### config.mk
export PLATFORM = sky130hd
export DESIGN_NAME = sac_conv_ctrl
export DESIGN_NICKNAME = d
export VERILOG_FILES = /design/src/hdl/sac_conv_ctrl.v
export VERILOG_INCLUDE_DIRS = /design/src /design/src/hdl
export SDC_FILE = /design/constraint.sdc
export NUM_CORES = 1
export LEC_CHECK = 0
export ABC_CLOCK_PERIOD_IN_PS = 2420
export BUFFER_PORTS_ARGS = -buffer_cell sky130_fd_sc_hd__buf_2
export CAP_MARGIN = 20
export CORE_MARGIN = 2
export CORE_UTILIZATION = 37
export CTS_CLUSTER_DIAMETER = 100
export DETAILED_ROUTE_END_ITERATION = 6
export GPL_TIMING_DRIVEN = 0
export PLACE_DENSITY = 0.64
export SKIP_CTS_REPAIR_TIMING = 1
export SLEW_MARGIN = 20
export SYNTH_ARGS = -nofsm -noshare
export SYNTH_HDL_FRONTEND = slang
export SYNTH_SLANG_ARGS = --single-unit
### constraint.sdc
create_clock -name ref_clk -period 2.42 [get_ports ref_clk]
set_clock_uncertainty 0.05 [all_clocks]
set_input_delay 0.242 -clock ref_clk [delete_from_list [all_inputs] [get_ports ref_clk]]
set_output_delay 0.242 -clock ref_clk [all_outputs]
set_load 0.01 [all_outputs]
### src/hdl/sac_map.vh
// Constants for the conversion control and result readout block
`ifndef SAC_MAP_VH
`define SAC_MAP_VH
// ----------------------------------------
// Timing
// ----------------------------------------
`define SAC_CLK_PERIOD_NS 4
`define SAC_CONV_TIME_NS 1400
`define SAC_ACQ_TIME_NS 600
`define SAC_SCLK_HALF_NS 20
`define SAC_CONV_CYC ((`SAC_CONV_TIME_NS + `SAC_CLK_PERIOD_NS - 1) / `SAC_CLK_PERIOD_NS)
`define SAC_ACQ_CYC ((`SAC_ACQ_TIME_NS + `SAC_CLK_PERIOD_NS - 1) / `SAC_CLK_PERIOD_NS)
`define SAC_SCLK_HALF_CYC (`SAC_SCLK_HALF_NS / `SAC_CLK_PERIOD_NS)
// ----------------------------------------
// Result layout
// ----------------------------------------
`define SAC_RES_W 16
`define SAC_BYTE_W 8
`define SAC_MSB 15
`define SAC_BIT_CNT 5'h10
`define SAC_SIGN_FLIP 16'h8000
`define SAC_RES_RST 16'h0000
// ----------------------------------------
// States
// ----------------------------------------
`define SAC_ST_IDLE 2'h0
`define SAC_ST_CONV 2'h1
`define SAC_ST_SEND 2'h2
`define SAC_ST_ACQ 2'h3
`endif

### src/hdl/sac_conv_ctrl.v
// Conversion control, parallel and serial result readout
`timescale 1ns/1ps
`include "sac_map.vh"

// ----------------------------------------
// Operating overview
// ----------------------------------------
// A conversion runs for CONV_CYC clocks once the start pin is seen low while
// idle, and busy marks it. An acquisition of ACQ_CYC clocks follows. If the
// start pin is still held low after that, the next conversion starts by itself.
// The result is coded, stored, and offered in one of three ways:
//   parallel bus, with the two byte lanes optionally exchanged;
//   serial slave, shifted on each falling edge of the host's clock;
//   serial master, on a clock made here with 2*SCLK_HALF_CYC clocks a period.
// In master read-after mode busy is stretched over the sixteen-bit frame.
// In master read-during mode the previous result goes out from the start of
// the next conversion. Keep that frame shorter than half the conversion, so that
// digital activity stays out of the critical second half.
// Every pin is synchronised, so the block reacts about three clocks after a
// pin moves. A host must allow for that latency on every edge it drives.

module sac_conv_ctrl #(
   parameter CONV_CYC = `SAC_CONV_CYC,
   parameter ACQ_CYC = `SAC_ACQ_CYC,
   parameter SCLK_HALF_CYC = `SAC_SCLK_HALF_CYC
) (
   input wire ref_clk,
   input wire sys_rst,
   input wire conversion_start_n,
   input wire power_down_input,
   input wire chip_select_n,
   input wire read_enable_n,
   input wire output_coding_select,
   input wire interface_select,
   input wire byte_lane_exchange,
   input wire clock_source_select,
   input wire read_mode_or_chain_input,
   input wire invert_sclk_sync,
   input wire ext_sclk,
   input wire [15:0] sample_code,
   output reg busy_q,
   output reg low_power_q,
   output reg [15:0] data_out_q,
   output reg [15:0] data_oe_n_q,
   output reg serial_data_output_q,
   output reg serial_data_oe_n_q,
   output reg sclk_out_q,
   output reg sclk_oe_n_q,
   output reg sync_out_q,
   output reg sync_oe_n_q
);

   // ----------------------------------------
   // Input synchronisers
   // ----------------------------------------
   // Pin order inside both stages, most significant first:
   //   10 conversion start, 9 chip select, 8 read enable, 7 external serial clock,
   //   6 power-down, 5 coding select, 4 interface select, 3 byte exchange,
   //   2 clock source, 1 read mode, 0 clock and sync inversion
   // Level pins are synchronised too: a mode pin that flips near an edge
   // must not split one decision between two values
   reg [10:0] s1_q;
   reg [10:0] s2_q;
   reg sclk_prev_q;
   // Two flops per pin; reset values equal the idle level of each pin, so
   // neither a false start nor a false serial clock edge follows reset
   always @(posedge ref_clk) begin
      if (sys_rst) begin
         s1_q <= 11'h700;
         s2_q <= 11'h700;
         sclk_prev_q <= 1'b0;
      end else begin
         s1_q <= {conversion_start_n, chip_select_n, read_enable_n, ext_sclk,
                  power_down_input, output_coding_select, interface_select,
                  byte_lane_exchange, clock_source_select, read_mode_or_chain_input,
                  invert_sclk_sync};
         s2_q <= s1_q;
         sclk_prev_q <= s2_q[7];
      end
   end

   // Synchronised views of the pins
   // Bit 6, power-down, is carried but never read: it may not abort a conversion
   wire cnv_n = s2_q[10];
   wire off = s2_q[9] | s2_q[8];
   // Only the falling edge shifts, which serves a clock parked high or low
   wire ext_fall = sclk_prev_q & ~s2_q[7];
   wire ob_s = s2_q[5];
   wire ser_s = s2_q[4];
   wire swap_s = s2_q[3];
   wire ext_s = s2_q[2];
   wire rdc_s = s2_q[1];
   wire inv_s = s2_q[0];

   // ----------------------------------------
   // Helper functions
   // ----------------------------------------
   // Coding: straight binary passes, two's complement flips sign bit
   function [15:0] sac_code;
      input [15:0] raw;
      input ob;
      begin
         sac_code = ob ? raw : (raw ^ `SAC_SIGN_FLIP);
      end
   endfunction

   // One serial step: the next bit moves up to the MSB, a zero fills the LSB
   function [15:0] sac_shl;
      input [15:0] val;
      begin
         sac_shl = {val[14:0], 1'b0};
      end
   endfunction

   // Coded core result, stored at the end of each conversion
   wire [15:0] coded = sac_code(sample_code, ob_s);

   // ----------------------------------------
   // Conversion sequencer
   // ----------------------------------------
   reg [1:0] st_q;
   reg [15:0] cnt_q;
   reg [15:0] res_q;
   reg [15:0] prev_q;
   reg cnv_prev_q;
   reg master_q;
   reg rdc_q;
   reg [15:0] sh_q;
   reg [4:0] bits_q;
   reg [15:0] div_q;
   reg mclk_q;
   reg ser_act_q;
   wire start_fall = cnv_prev_q & ~cnv_n;
   wire send_done = (bits_q == 5'h0);

   always @(posedge ref_clk) begin
      if (sys_rst) begin
         st_q <= `SAC_ST_IDLE;
         cnt_q <= 16'h0000;
         res_q <= `SAC_RES_RST;
         prev_q <= `SAC_RES_RST;
         cnv_prev_q <= 1'b1;
         master_q <= 1'b0;
         rdc_q <= 1'b0;
         busy_q <= 1'b0;
         low_power_q <= 1'b1;
         sh_q <= 16'h0000;
         bits_q <= 5'h00;
         div_q <= 16'h0000;
         mclk_q <= 1'b0;
         ser_act_q <= 1'b0;
      end else begin
         cnv_prev_q <= cnv_n;
         case (st_q)
            `SAC_ST_IDLE: begin
               low_power_q <= 1'b1;
               // Falling start edge, or held low while not busy
               if (start_fall || !cnv_n) begin
                  st_q <= `SAC_ST_CONV;
                  cnt_q <= 16'h0000;
                  busy_q <= 1'b1;
                  low_power_q <= 1'b0;
                  // Mode is frozen for the whole conversion and its frame
                  master_q <= ~ext_s;
                  rdc_q <= rdc_s;
                  // Master read-during: previous result goes out now
                  if (!ext_s && rdc_s) begin
                     sh_q <= prev_q;
                     bits_q <= `SAC_BIT_CNT;
                     ser_act_q <= ser_s;
                     div_q <= 16'h0000;
                     mclk_q <= 1'b0;
                  end
               end
            end
            `SAC_ST_CONV: begin
               // Power-down and start are ignored until done
               cnt_q <= cnt_q + 16'h0001;
               if (cnt_q == CONV_CYC[15:0] - 16'h0001) begin
                  res_q <= coded;
                  prev_q <= coded;
                  low_power_q <= 1'b1;
                  if (master_q && !rdc_q && ser_s) begin
                     st_q <= `SAC_ST_SEND;
                     sh_q <= coded;
                     bits_q <= `SAC_BIT_CNT;
                     ser_act_q <= 1'b1;
                     div_q <= 16'h0000;
                     mclk_q <= 1'b0;
                  end else begin
                     st_q <= `SAC_ST_ACQ;
                     busy_q <= 1'b0;
                     cnt_q <= 16'h0000;
                  end
               end
            end
            `SAC_ST_SEND: begin
               if (send_done && !ser_act_q) begin
                  st_q <= `SAC_ST_ACQ;
                  busy_q <= 1'b0;                 // Released only after 16 bits
                  cnt_q <= 16'h0000;
               end
            end
            `SAC_ST_ACQ: begin
               // Self-timed acquisition before an automatic restart
               cnt_q <= cnt_q + 16'h0001;
               if (cnt_q == ACQ_CYC[15:0] - 16'h0001) begin
                  st_q <= `SAC_ST_IDLE;
               end
            end
            default: st_q <= `SAC_ST_IDLE;
         endcase

         // Master serial clock: bit changes on falling edge, stable for a full period
         // The frame runs on past the end of busy: with a short conversion the
         // previous result would otherwise be cut off part way through
         if (master_q && ser_act_q) begin
            if (div_q == SCLK_HALF_CYC[15:0] - 16'h0001) begin
               div_q <= 16'h0000;
               mclk_q <= ~mclk_q;
               if (mclk_q) begin
                  bits_q <= bits_q - 5'h01;
                  if (bits_q == 5'h01) begin
                     ser_act_q <= 1'b0;
                  end else begin
                     sh_q <= sac_shl(sh_q);
                  end
               end
            end else begin
               div_q <= div_q + 16'h0001;
            end
         end else if (!master_q) begin
            // Slave operation: the generated clock stays parked low
            mclk_q <= 1'b0;
            ser_act_q <= 1'b0;
         end
         // Slave: load result when deselected, shift only while selected
         // A master frame still in flight keeps its shifter outside idle, even when deselected
         if (!master_q || st_q == `SAC_ST_IDLE) begin
            if (off) begin
               sh_q <= (st_q == `SAC_ST_CONV) ? prev_q : res_q;
               bits_q <= `SAC_BIT_CNT;
            end else if (ext_s && ext_fall && bits_q != 5'h00) begin
               sh_q <= sac_shl(sh_q);
               bits_q <= bits_q - 5'h01;
            end
         end
      end
   end

   // ----------------------------------------
   // Output drivers
   // ----------------------------------------
   // Registered pins; enables low while driving, all released when deselected
   always @(posedge ref_clk) begin
      if (sys_rst) begin
         data_out_q <= 16'h0000;
         data_oe_n_q <= 16'hffff;
         serial_data_output_q <= 1'b0;
         serial_data_oe_n_q <= 1'b1;
         sclk_out_q <= 1'b0;
         sclk_oe_n_q <= 1'b1;
         sync_out_q <= 1'b0;
         sync_oe_n_q <= 1'b1;
      end else begin
         // Parallel result with optional lane swap
         // Lane exchange follows the pin live, so a byte-wide host can toggle it
         if (swap_s) begin
            data_out_q <= {res_q[7:0], res_q[15:8]};
         end else begin
            data_out_q <= res_q;
         end
         data_oe_n_q <= {16{off | ser_s}};
         serial_data_output_q <= sh_q[`SAC_MSB];
         serial_data_oe_n_q <= off | ~ser_s;
         // Clock and data leave from the same edge, so they never skew apart
         sclk_out_q <= mclk_q ^ inv_s;
         sync_out_q <= ser_act_q ^ inv_s;
         // Slave operation leaves clock and sync pins to the host
         sclk_oe_n_q <= off | ~ser_s | ext_s;
         sync_oe_n_q <= off | ~ser_s | ext_s;
      end
   end

endmodule

==> impl_results.md, run 1 <==
- Status: complete, but fails checks
- Failing checks: hold timing
- CP max FO: 10
- Post-Synth XOR/XNOR Area: 0.0267
- Count leader, synth: dfxtp_1
- Worst setup EP type: flip-flop
- Final Cell Area: 7430 um^2
- Total power: 5.27 mW
- Avg Cell Area, Syn: 8.55 um^2
- Area of placed instances: 6510 um^2
- Core Box Area: 15700 um^2
- Reg-to-reg startpoint: bits_q[0]
- Die Y: 130 um
- Antenna viol nets, final: 0
- Overall Global Routing Usage: 0.196
- Sequential-to-total area share from yosys stat: 0.407
- Wire per inst: 15.8 um
- Number of max-cap violations: 0
- #FFs+latches synth: 120
- Top cells by area, synth: dfxtp_1 41%, nand2_1 3.8%, nor2_1 3.8%
- DRC Markers: 0
- Post-Syn Instances: 690
- RR Endpoint: st_q[0]
- Power per cell area: 710 nW/um^2
- Slowest CP cell: or4_4
- Leak: 2.66 nW
- Cell Count Post-Placement: 973
- # diodes: 0
- Final Instance Count excl. Fillers: 1014
- Die outline width: 130 um
- Ys async rst share: 0
- Setup-violating endpoint count in the final report: 0
- Setup repair after global routing missed its margin: true
- CTS tree: done
- Peak Freq: 426 MHz
- Final hold violations: 1
- Largest net degree at the start of global routing: 17
- Final Cycle Share: 0.971
- Tmin final: 2350 ps
- Vias in the first global route: 4943
- Compound-gate portion of the synthesized area: 0.194
- Area leader, netlist: dfxtp_1
- Area grow syn2layout: 25.8%
- Final Slew Violations: 0
- Num CTS Buffers: 17
- Number of flops mapped to enable cells by yosys: 0
- Aggregate routed wire length: 16.0 mm
- I/O pin count: 69
- I/O Buffers: 67
- Top FF cell, synth: dfxtp_1
- Die ar.: 17000 um^2
- Post-synthesis mux area share: 0.0322
- Top cell family by delay on the critical path: simple AND/OR/NAND/NOR gates
- Reg2reg setup slack: 70 ps
- Worst skew pair latency: 430 ps
- Final hold slack: -4.53 ps
- Clk root buf: clkbuf_16
- Setup CP Type: reg2reg
- WP data arrival: 2650 ps
- First-pass GRT wire length: 25.8 mm
- Distinct cell type count after synthesis: 65
- GP Congestion: 0.863
- Worst relative slew slack: 0.541
- Filler cell count: 1523
- Via Count: 5498
- Largest family of logic cells by synthesized area: simple AND/OR/NAND/NOR gates
- Synth Area in Adders: 0.0212
- Min-Delay Endpoint: s1_q[0]
- Commonest cells in the synthesized netlist: 120 x dfxtp_1, 60 x nand2_1, 59 x nor2_1, 39 x clkbuf_1, 36 x a21oi_1
- Simple-gate share of the synthesized area: 0.253
- Net Count, Synth: 729
- Initial antenna violation count: 0
- Cell Chain, Critical Path: inv_2, ha_4, or4b_4, buf_6, a21o_1, buf_4, or4_4, a21oi_2
- DP Wirelength: 11.2 mm
- Drt pass-1 iters: 5
- Buf/Inv on CP: 3
- Mapped cell area: 5900 um^2
- Htree depth: 4
- Syn. warnings: 0
- Vias per cell: 5.42
- Layout cells sized above 1: 0.224
- Hold-critical path depth: 2
- Critical path required time: 2720 ps
- Post-layout net count: 824
- Clock Pin Slew Worst Setup and Hold Paths: 60 ps
- GRT overflow: 0
- Peak supply drop: 0.000497 V
- Clk buf depth: 2
- R2R depth: 8
- Worst min path class: in2reg
- Row Count: 46
- Min-Delay Startpoint: invert_sclk_sync
- Slowest stage delay, CP: 510 ps
- Crit path launch type: flip-flop
- Sink Count: 120
- Initial core utilization: 0.376
- Least-Margin Pin Slew: 689 ps
- Iter 0 DRT Violations: 359
- Post-synth top area share: 0.407
==> power by group <==
part	total (mW)	leakage [nW]	switching, mW	internal, mW
Combinational	0.548	1.38	0.333	0.216
Sequential	2.06	0.974	0.0391	2.02
Clock	2.66	0.304	0.991	1.67
==> worst reg2reg max path, delay by kind of cell (launching register included) <==
kind | cells | cell delay (ps)
AOI/OAI and AO/OA | 2 | 340
adders and majority gates | 1 | 150
and+or+nand+nor | 2 | 970
DFF | 1 | 350
buffers and inverters | 3 | 400
==> worst max-delay path by stage <==
| stage | from | endpoint | cells past startpoint |
|---|---|---|---|
| 3_5_place_dp | st_q[1] | sh_q[15] | 9 |
| 4_1_cts | st_q[1] | sh_q[15] | 9 |
| 6_report | bits_q[0] | st_q[0] | 8 |
| 3_3_place_gp | st_q[1] | sh_q[15] | 9 |
| 2_1_floorplan | bits_q[0] | st_q[0] | 8 |
| 5_1_grt | st_q[1] | st_q[0] | 8 |
==> placed cells by master, fill, tap and decap left out, types with 17 or more instances in the layout <==
cell type / n
clkbuf_16: 17
a221oi_1: 24
dfxtp_1: 117
nand3_1: 32
nor2b_1: 19
inv_1: 20
nor2_1: 59
buf_2: 70
nand4_1: 22
mux2i_1: 19
a21oi_1: 33
nand2_1: 59
buf_4: 20
clkbuf_1: 25
==> sequential cells by signal (all words and copies together) (netlist names), 2 cells and up <==
| signal | flops |
|---|---|
| cnt_q | 16 |
| data_out_q | 16 |
| div_q | 16 |
| prev_q | 16 |
| sh_q | 16 |
| s1_q | 10 |
| s2_q | 10 |
| bits_q | 5 |
| st_q | 2 |
==> through the flow <==
step / TNS (ps) / util / hold WS (ps) / setup slack [ps]
after floorplan: 0 / - / 296 / 133
after global placement: -13860 / 0.414 / 342 / -386
after detailed placement: -14020 / 0.414 / 345 / -411
after CTS: -15140 / 0.454 / -56.7 / -420
after global routing: -64.8 / 0.473 / 6.53 / -40.8
final: 0 / 0.473 / -4.53 / 71.1
==> final cells by class <==
| cell class | instances | area (um^2) | share of cell area |
|---|---|---|---|
| clock buffers | 18 | 439 | 0.0591 |
| inverters | 22 | 82.6 | 0.0111 |
| flip-flops and latches | 120 | 2410 | 0.324 |
| multi-input cells | 484 | 3270 | 0.441 |
| well taps | 216 | 270 | 0.0364 |
| clock inverters | 14 | 188 | 0.0253 |
| repair buffers | 79 | 448 | 0.0603 |
| plain buffers | 61 | 320 | 0.0431 |
==> routing by layer <==
layer | part of all wire | global-route usage | vias to the layer above
li1 | - | - | 2704
met1 | 0.45 | 0.253 | 2595
met2 | 0.47 | 0.315 | 180
met3 | 0.057 | 0.0533 | 19
met4 | 0.018 | 0.0708 | 0
met5 | 0 | 0 | -
==> logic make-up after synthesis <==
logic type / after synthesis
compound gates: 157
xor+xnor: 18
buf+inv: 86
simple gates: 280
flops: 120
fa+ha+maj: 10
mux: 19
Note: power is estimated with default switching activity, not from simulation.
==> run 2, diff against run 1 <==
--- a/config.mk
+++ b/config.mk
@@ -15,6 +15,7 @@
 export DETAILED_ROUTE_END_ITERATION = 6
 export GPL_TIMING_DRIVEN = 0
 export PLACE_DENSITY = 0.64
+export SETUP_SLACK_MARGIN = 0.5
 export SKIP_CTS_REPAIR_TIMING = 1
 export SLEW_MARGIN = 20
 export SYNTH_ARGS = -nofsm -noshare
==> impl_results.md, run 2 (same netlist as run 1, synthesis figures left out) <==
- Die ar.: 17000 um^2 (unchanged)
- Power per cell area: 653 nW/um^2 (was 710 nW/um^2)
- Drt pass-1 iters: 4 (was 5)
- DP Wirelength: 11.5 mm (was 11.2 mm)
- Filler cell count: 1412 (was 1523)
- Leak: 3.00 nW (was 2.66 nW)
- Vias in the first global route: 5084 (was 4943)
- Most frequent cells in the layout: 111 x dfxtp_1, 70 x buf_2, 55 x nor2_1, 45 x nand2_1, 41 x buf_4 (was 117 x dfxtp_1, 70 x buf_2, 59 x nand2_1, 59 x nor2_1, 33 x a21oi_1)
- Layout cells sized above 1: 0.354 (was 0.224)
- Min-Delay Startpoint: byte_lane_exchange (was invert_sclk_sync)
- Top cell family by delay on the critical path: simple AND/OR/NAND/NOR gates (unchanged)
- Clk root buf: clkbuf_16 (unchanged)
- Most common cell after layout, fill and taps aside: dfxtp_1 (unchanged)
- Peak Freq: 447 MHz (was 426 MHz)
- Area grow syn2layout: 41.1% (was 25.8%)
- Failing checks: hold timing (unchanged)
- Post-layout util: 0.530 (was 0.473)
- # diodes: 0 (unchanged)
- Antenna viol nets, final: 0 (unchanged)
- Row Count: 46 (unchanged)
- Setup-violating endpoint count in the final report: 0 (unchanged)
- Largest net degree at the start of global routing: 17 (unchanged)
- Cell Count Post-Placement: 973 (unchanged)
- Pre-CTS WS: -266 ps (was -411 ps)
- Number of max-cap violations: 0 (unchanged)
- Initial core utilization: 0.376 (unchanged)
- DRC Markers: 0 (unchanged)
- Peak supply drop: 0.000514 V (was 0.000497 V)
- Num CTS Buffers: 17 (unchanged)
- Reg-to-reg startpoint: bits_q[0] (unchanged)
- GP Congestion: 0.882 (was 0.863)
- Aggregate routed wire length: 17.5 mm (was 16.0 mm)
- Iter 0 DRT Violations: 413 (was 359)
- I/O pin count: 69 (unchanged)
- Die outline width: 130 um (unchanged)
- Overall Global Routing Usage: 0.194 (was 0.196)
- CTS tree: done (unchanged)
- Setup CP Type: reg2reg (unchanged)
- Worst skew pair latency: 430 ps (about the same)
- Slowest CP cell: or4_1 (was or4_4)
- Final hold slack: -0.286 ps (was -4.53 ps)
- WP data arrival: 2550 ps (was 2650 ps)
- Worst setup EP type: flip-flop (unchanged)
- Vias per cell: 5.57 (was 5.42)
- I/O Buffers: 67 (unchanged)
- Clk buf depth: 2 (unchanged)
- Crit path launch type: flip-flop (unchanged)
- Final Cycle Share: 0.924 (was 0.971)
- Worst min path class: in2reg (unchanged)
- Buf/Inv on CP: 2 (was 3)
- Wire per inst: 16.7 um (was 15.8 um)
- Tmin final: 2240 ps (was 2350 ps)
- Setup repair after global routing missed its margin: true (unchanged)
- Post-layout net count: 859 (was 824)
- Least-Margin Pin Slew: 722 ps (was 689 ps)
- CP startpoint: bits_q[0] (unchanged)
- Final Slew Violations: 0 (unchanged)
- Core Box Area: 15700 um^2 (unchanged)
- Sink Count: 120 (unchanged)
- Setup ws final: 185 ps (was 71.1 ps)
- Final Instance Count excl. Fillers: 1049 (was 1014)
- Cell Chain, Critical Path: inv_4, ha_4, or4b_4, buf_8, a21oi_4, nor2_1, or4_1, nand3_1 (was inv_2, ha_4, or4b_4, buf_6, a21o_1, buf_4, or4_4, a21oi_2)
- First-pass GRT wire length: 25.8 mm (about the same)
- CP max FO: 9 (was 10)
- Via Count: 5843 (was 5498)
- GRT overflow: 0 (unchanged)
- Initial antenna violation count: 0 (unchanged)
- Slowest stage delay, CP: 470 ps (was 510 ps)
- Die Y: 130 um (unchanged)
- Critical path required time: 2730 ps (was 2720 ps)
- Final hold violations: 1 (unchanged)
- Htree depth: 4 (unchanged)
- Status: complete, but fails checks (unchanged)
- Clock Pin Slew Worst Setup and Hold Paths: 60 ps (about the same)
- Worst relative slew slack: 0.518 (was 0.541)
-- run 2: path summary, 6_finish.rpt --
| check | to | slack, ps | depth (start not counted) |
|---|---|---|---|
| setup / recovery | bits_q[2] | 180 | 8 |
| hold reg to reg | s2_q[8] | 360 | 1 |
| hold / removal | s1_q[3] | -0.3 | 2 |
| setup reg to reg | bits_q[2] | 180 | 8 |
-- run 2: final cells by class --
cell class	instances	area [um^2]	area share
Buffer	64	454	0.0545
Inverter	22	91.3	0.0110
Clock buffer	22	474	0.0569
Multi-Input combinational cell	485	3690	0.442
Clock inverter	10	141	0.0170
Timing Repair Buffer	110	792	0.0951
Sequential cell	120	2420	0.291
Tap cell	216	270	0.0324
-- run 2: per-stage QoR --
step           setup TNS [ps]  power (mW)  area, um^2
2_1_floorplan               0        2.45        6000
3_3_place_gp            -4380        2.60        6600
3_5_place_dp            -5420        2.61        6600
4_1_cts                 -6690        5.23        7220
5_1_grt                     0        5.61        8330
6_report                    0        5.44        8330
-- run 2: layer usage --
layer / share of wire / track usage
met2: 0.47 / 0.316
met4: 0.020 / 0.0614
met5: 0 / 0
met1: 0.44 / 0.250
met3: 0.071 / 0.0554
-- run 2: where the power goes --
| part | internal, mW | switching, mW | total [mW] |
|---|---|---|---|
| combinational | 0.327 | 0.415 | 0.742 |
| clock | 1.70 | 0.930 | 2.63 |
| sequential | 2.02 | 0.0398 | 2.06 |
==> run 3, diff against run 2 <==
--- a/config.mk
+++ b/config.mk
@@ -9,6 +9,7 @@
 export ABC_CLOCK_PERIOD_IN_PS = 2420
 export BUFFER_PORTS_ARGS = -buffer_cell sky130_fd_sc_hd__buf_2
 export CAP_MARGIN = 20
+export CORE_ASPECT_RATIO = 1.25
 export CORE_MARGIN = 2
 export CORE_UTILIZATION = 37
 export CTS_CLUSTER_DIAMETER = 100
@@ -17,7 +18,6 @@
 export PLACE_DENSITY = 0.64
 export SETUP_SLACK_MARGIN = 0.5
 export SKIP_CTS_REPAIR_TIMING = 1
-export SLEW_MARGIN = 20
 export SYNTH_ARGS = -nofsm -noshare
 export SYNTH_HDL_FRONTEND = slang
 export SYNTH_SLANG_ARGS = --single-unit
==> impl_results.md, run 3 (same netlist as run 1, synthesis figures left out) <==
- Status: complete, but fails checks (unchanged)
- Failing checks: hold timing (unchanged)
- Most common cell after layout, fill and taps aside: dfxtp_1 (unchanged)
- Reg2reg setup slack: 100 ps (was 180 ps)
- Reg-to-reg startpoint: cnt_q[12] (was bits_q[0])
- WP data arrival: 2620 ps (was 2550 ps)
- Largest net degree at the start of global routing: 17 (unchanged)
- Clk buf depth: 2 (unchanged)
- Leak: 3.05 nW (was 3.00 nW)
- CP startpoint: cnt_q[12] (was bits_q[0])
- Min-Delay Startpoint: interface_select (was byte_lane_exchange)
- Vias in the first global route: 5152 (was 5084)
- Core Box Area: 15600 um^2 (was 15700 um^2)
- GRT overflow: 0 (unchanged)
- Num CTS Buffers: 17 (unchanged)
- Number of max-cap violations: 0 (unchanged)
- Worst setup EP type: flip-flop (unchanged)
- Clk network pwr share: 0.489 (was 0.484)
- Initial core utilization: 0.379 (was 0.376)
- Power per cell area: 650 nW/um^2 (was 653 nW/um^2)
- Crit path launch type: flip-flop (unchanged)
- I/O pin count: 69 (unchanged)
- # diodes: 0 (unchanged)
- Worst min path class: in2reg (unchanged)
- Final Cycle Share: 0.958 (was 0.924)
- Critical path required time: 2720 ps (was 2730 ps)
- Worst relative slew slack: 0.547 (was 0.518)
- Peak supply drop: 0.000337 V (was 0.000514 V)
- Row Count: 51 (was 46)
- Aggregate routed wire length: 17.2 mm (was 17.5 mm)
- Multi-input gate area: 3590 um^2 (was 3690 um^2)
- GP Congestion: 0.860 (was 0.882)
- Area grow syn2layout: 40.9% (was 41.1%)
- Final Slew Violations: 0 (unchanged)
- Overall Global Routing Usage: 0.194 (about the same)
- R2R depth: 7 (was 8)
- Htree depth: 4 (unchanged)
- Register area: 2420 um^2 (about the same)
- RR Endpoint: st_q[0] (was bits_q[2])
- Sequential share of power: 0.381 (was 0.379)
- Setup TNS: 0 ps (unchanged)
- Sw Pwr: 1.43 mW (was 1.38 mW)
- Die ar.: 17000 um^2 (about the same)
- Sink Count: 120 (unchanged)
- Iter 0 DRT Violations: 431 (was 413)
- Tmin final: 2320 ps (was 2240 ps)
- Clk root buf: clkbuf_16 (unchanged)
- Combinational fraction of design power: 0.130 (was 0.136)
- Die Y: 145 um (was 130 um)
- Final hold violations: 2 (was 1)
- Setup CP Type: reg2reg (unchanged)
- Worst skew pair latency: 420 ps (was 430 ps)
- Peak Freq: 431 MHz (was 447 MHz)
- Layout cells sized above 1: 0.338 (was 0.354)
- CTS tree: done (unchanged)
- Sw Share: 0.265 (was 0.255)
- I/O Buffers: 67 (unchanged)
- First-pass GRT wire length: 25.9 mm (was 25.8 mm)
- Least-Margin Pin Slew: 679 ps (was 722 ps)
- Final Instance Count excl. Fillers: 1058 (was 1049)
- Vias per cell: 5.48 (was 5.57)
- CP max FO: 4 (was 9)
- Via Count: 5794 (was 5843)
- Post-layout net count: 872 (was 859)
- Post-layout util: 0.534 (was 0.530)
- Final hold slack: -21.6 ps (was -0.286 ps)
- Cell Count Post-Placement: 969 (was 973)
- Hold-critical path depth: 2 (unchanged)
- Die outline width: 117 um (was 130 um)
- Drt pass-1 iters: 6 (was 4)
- Filler cell count: 1406 (was 1412)
- Total power: 5.40 mW (was 5.44 mW)
- Min-Delay Endpoint: s1_q[4] (was s1_q[3])
- Setup repair after global routing missed its margin: true (unchanged)
- Clock Pin Slew Worst Setup and Hold Paths: 60 ps (about the same)
- Setup-violating endpoint count in the final report: 0 (unchanged)
- Initial antenna violation count: 0 (unchanged)
- DP Wirelength: 11.6 mm (was 11.5 mm)
- Wire per inst: 16.3 um (was 16.7 um)
- DRC Markers: 0 (unchanged)
- Antenna viol nets, final: 0 (unchanged)
- Most frequent cells in the layout: 112 x dfxtp_1, 68 x buf_2, 56 x nand2_1, 53 x nor2_1, 43 x buf_4 (was 111 x dfxtp_1, 70 x buf_2, 55 x nor2_1, 45 x nand2_1, 41 x buf_4)
- Internal power: 3.97 mW (was 4.05 mW)
run 3: cell types whose count changed in the layout (fill, tap and decap cells not counted), moves of 5 or more:
cell,change
a21oi_2,-17
buf_6,+7
nand2_4,-8
clkbuf_2,+5
nand2_1,+11
a21oi_1,+15
run 3: per-layer routing:
layer / up-vias / GRT usage / routed length, um
met1: 2748 / 0.233 / 7140
met5: - / 0 / 0
met2: 186 / 0.320 / 8580
met3: 44 / 0.0393 / 822
li1: 2816 / - / -
met4: 0 / 0.104 / 677
run 3: area by class of cell:
type | count | share of cell area
clock inverters | 15 | 0.0229
plain buffers | 64 | 0.0545
well taps | 212 | 0.0319
repair buffers | 123 | 0.107
multi-input cells | 485 | 0.432
inverters | 22 | 0.0104
clock buffers | 17 | 0.0511
flip-flops and latches | 120 | 0.291
run 3: worst max path at each step:
stage / depth (start not counted) / end / slack (ps)
after detailed placement: 6 / prev_q[8] / -280
after CTS: 6 / prev_q[9] / -310
after floorplan: 6 / prev_q[10] / 270
after global placement: 6 / prev_q[13] / -250
final: 7 / st_q[0] / 100
after global routing: 7 / st_q[0] / 30
run 3: power groups by stage:
stage / logic [mW] / registers [mW] / clock network (mW)
3_5_place_dp: 0.500 / 2.10 / 0
6_report: 0.702 / 2.06 / 2.64
2_1_floorplan: 0.361 / 2.09 / 0
3_3_place_gp: 0.499 / 2.10 / 0
5_1_grt: 0.762 / 2.07 / 2.78
4_1_cts: 0.503 / 2.06 / 2.69
run 3: critical path: stages, from the launching register on:
cell and delay [ps]:
dfxtp_4 350, or4_4 590, nor4_4 290, buf_6 140
buf_6 100, o22ai_4 70, or4_1 510, a21oi_1 150
run 3: metrics by stage:
step                      instance area [um^2]  worst slack [ps]
final                                     8320               102
after global routing                      8320              26.2
after CTS                                 7210              -312
after detailed placement                  6600              -276
after global placement                    6600              -248
after floorplan                           6000               275
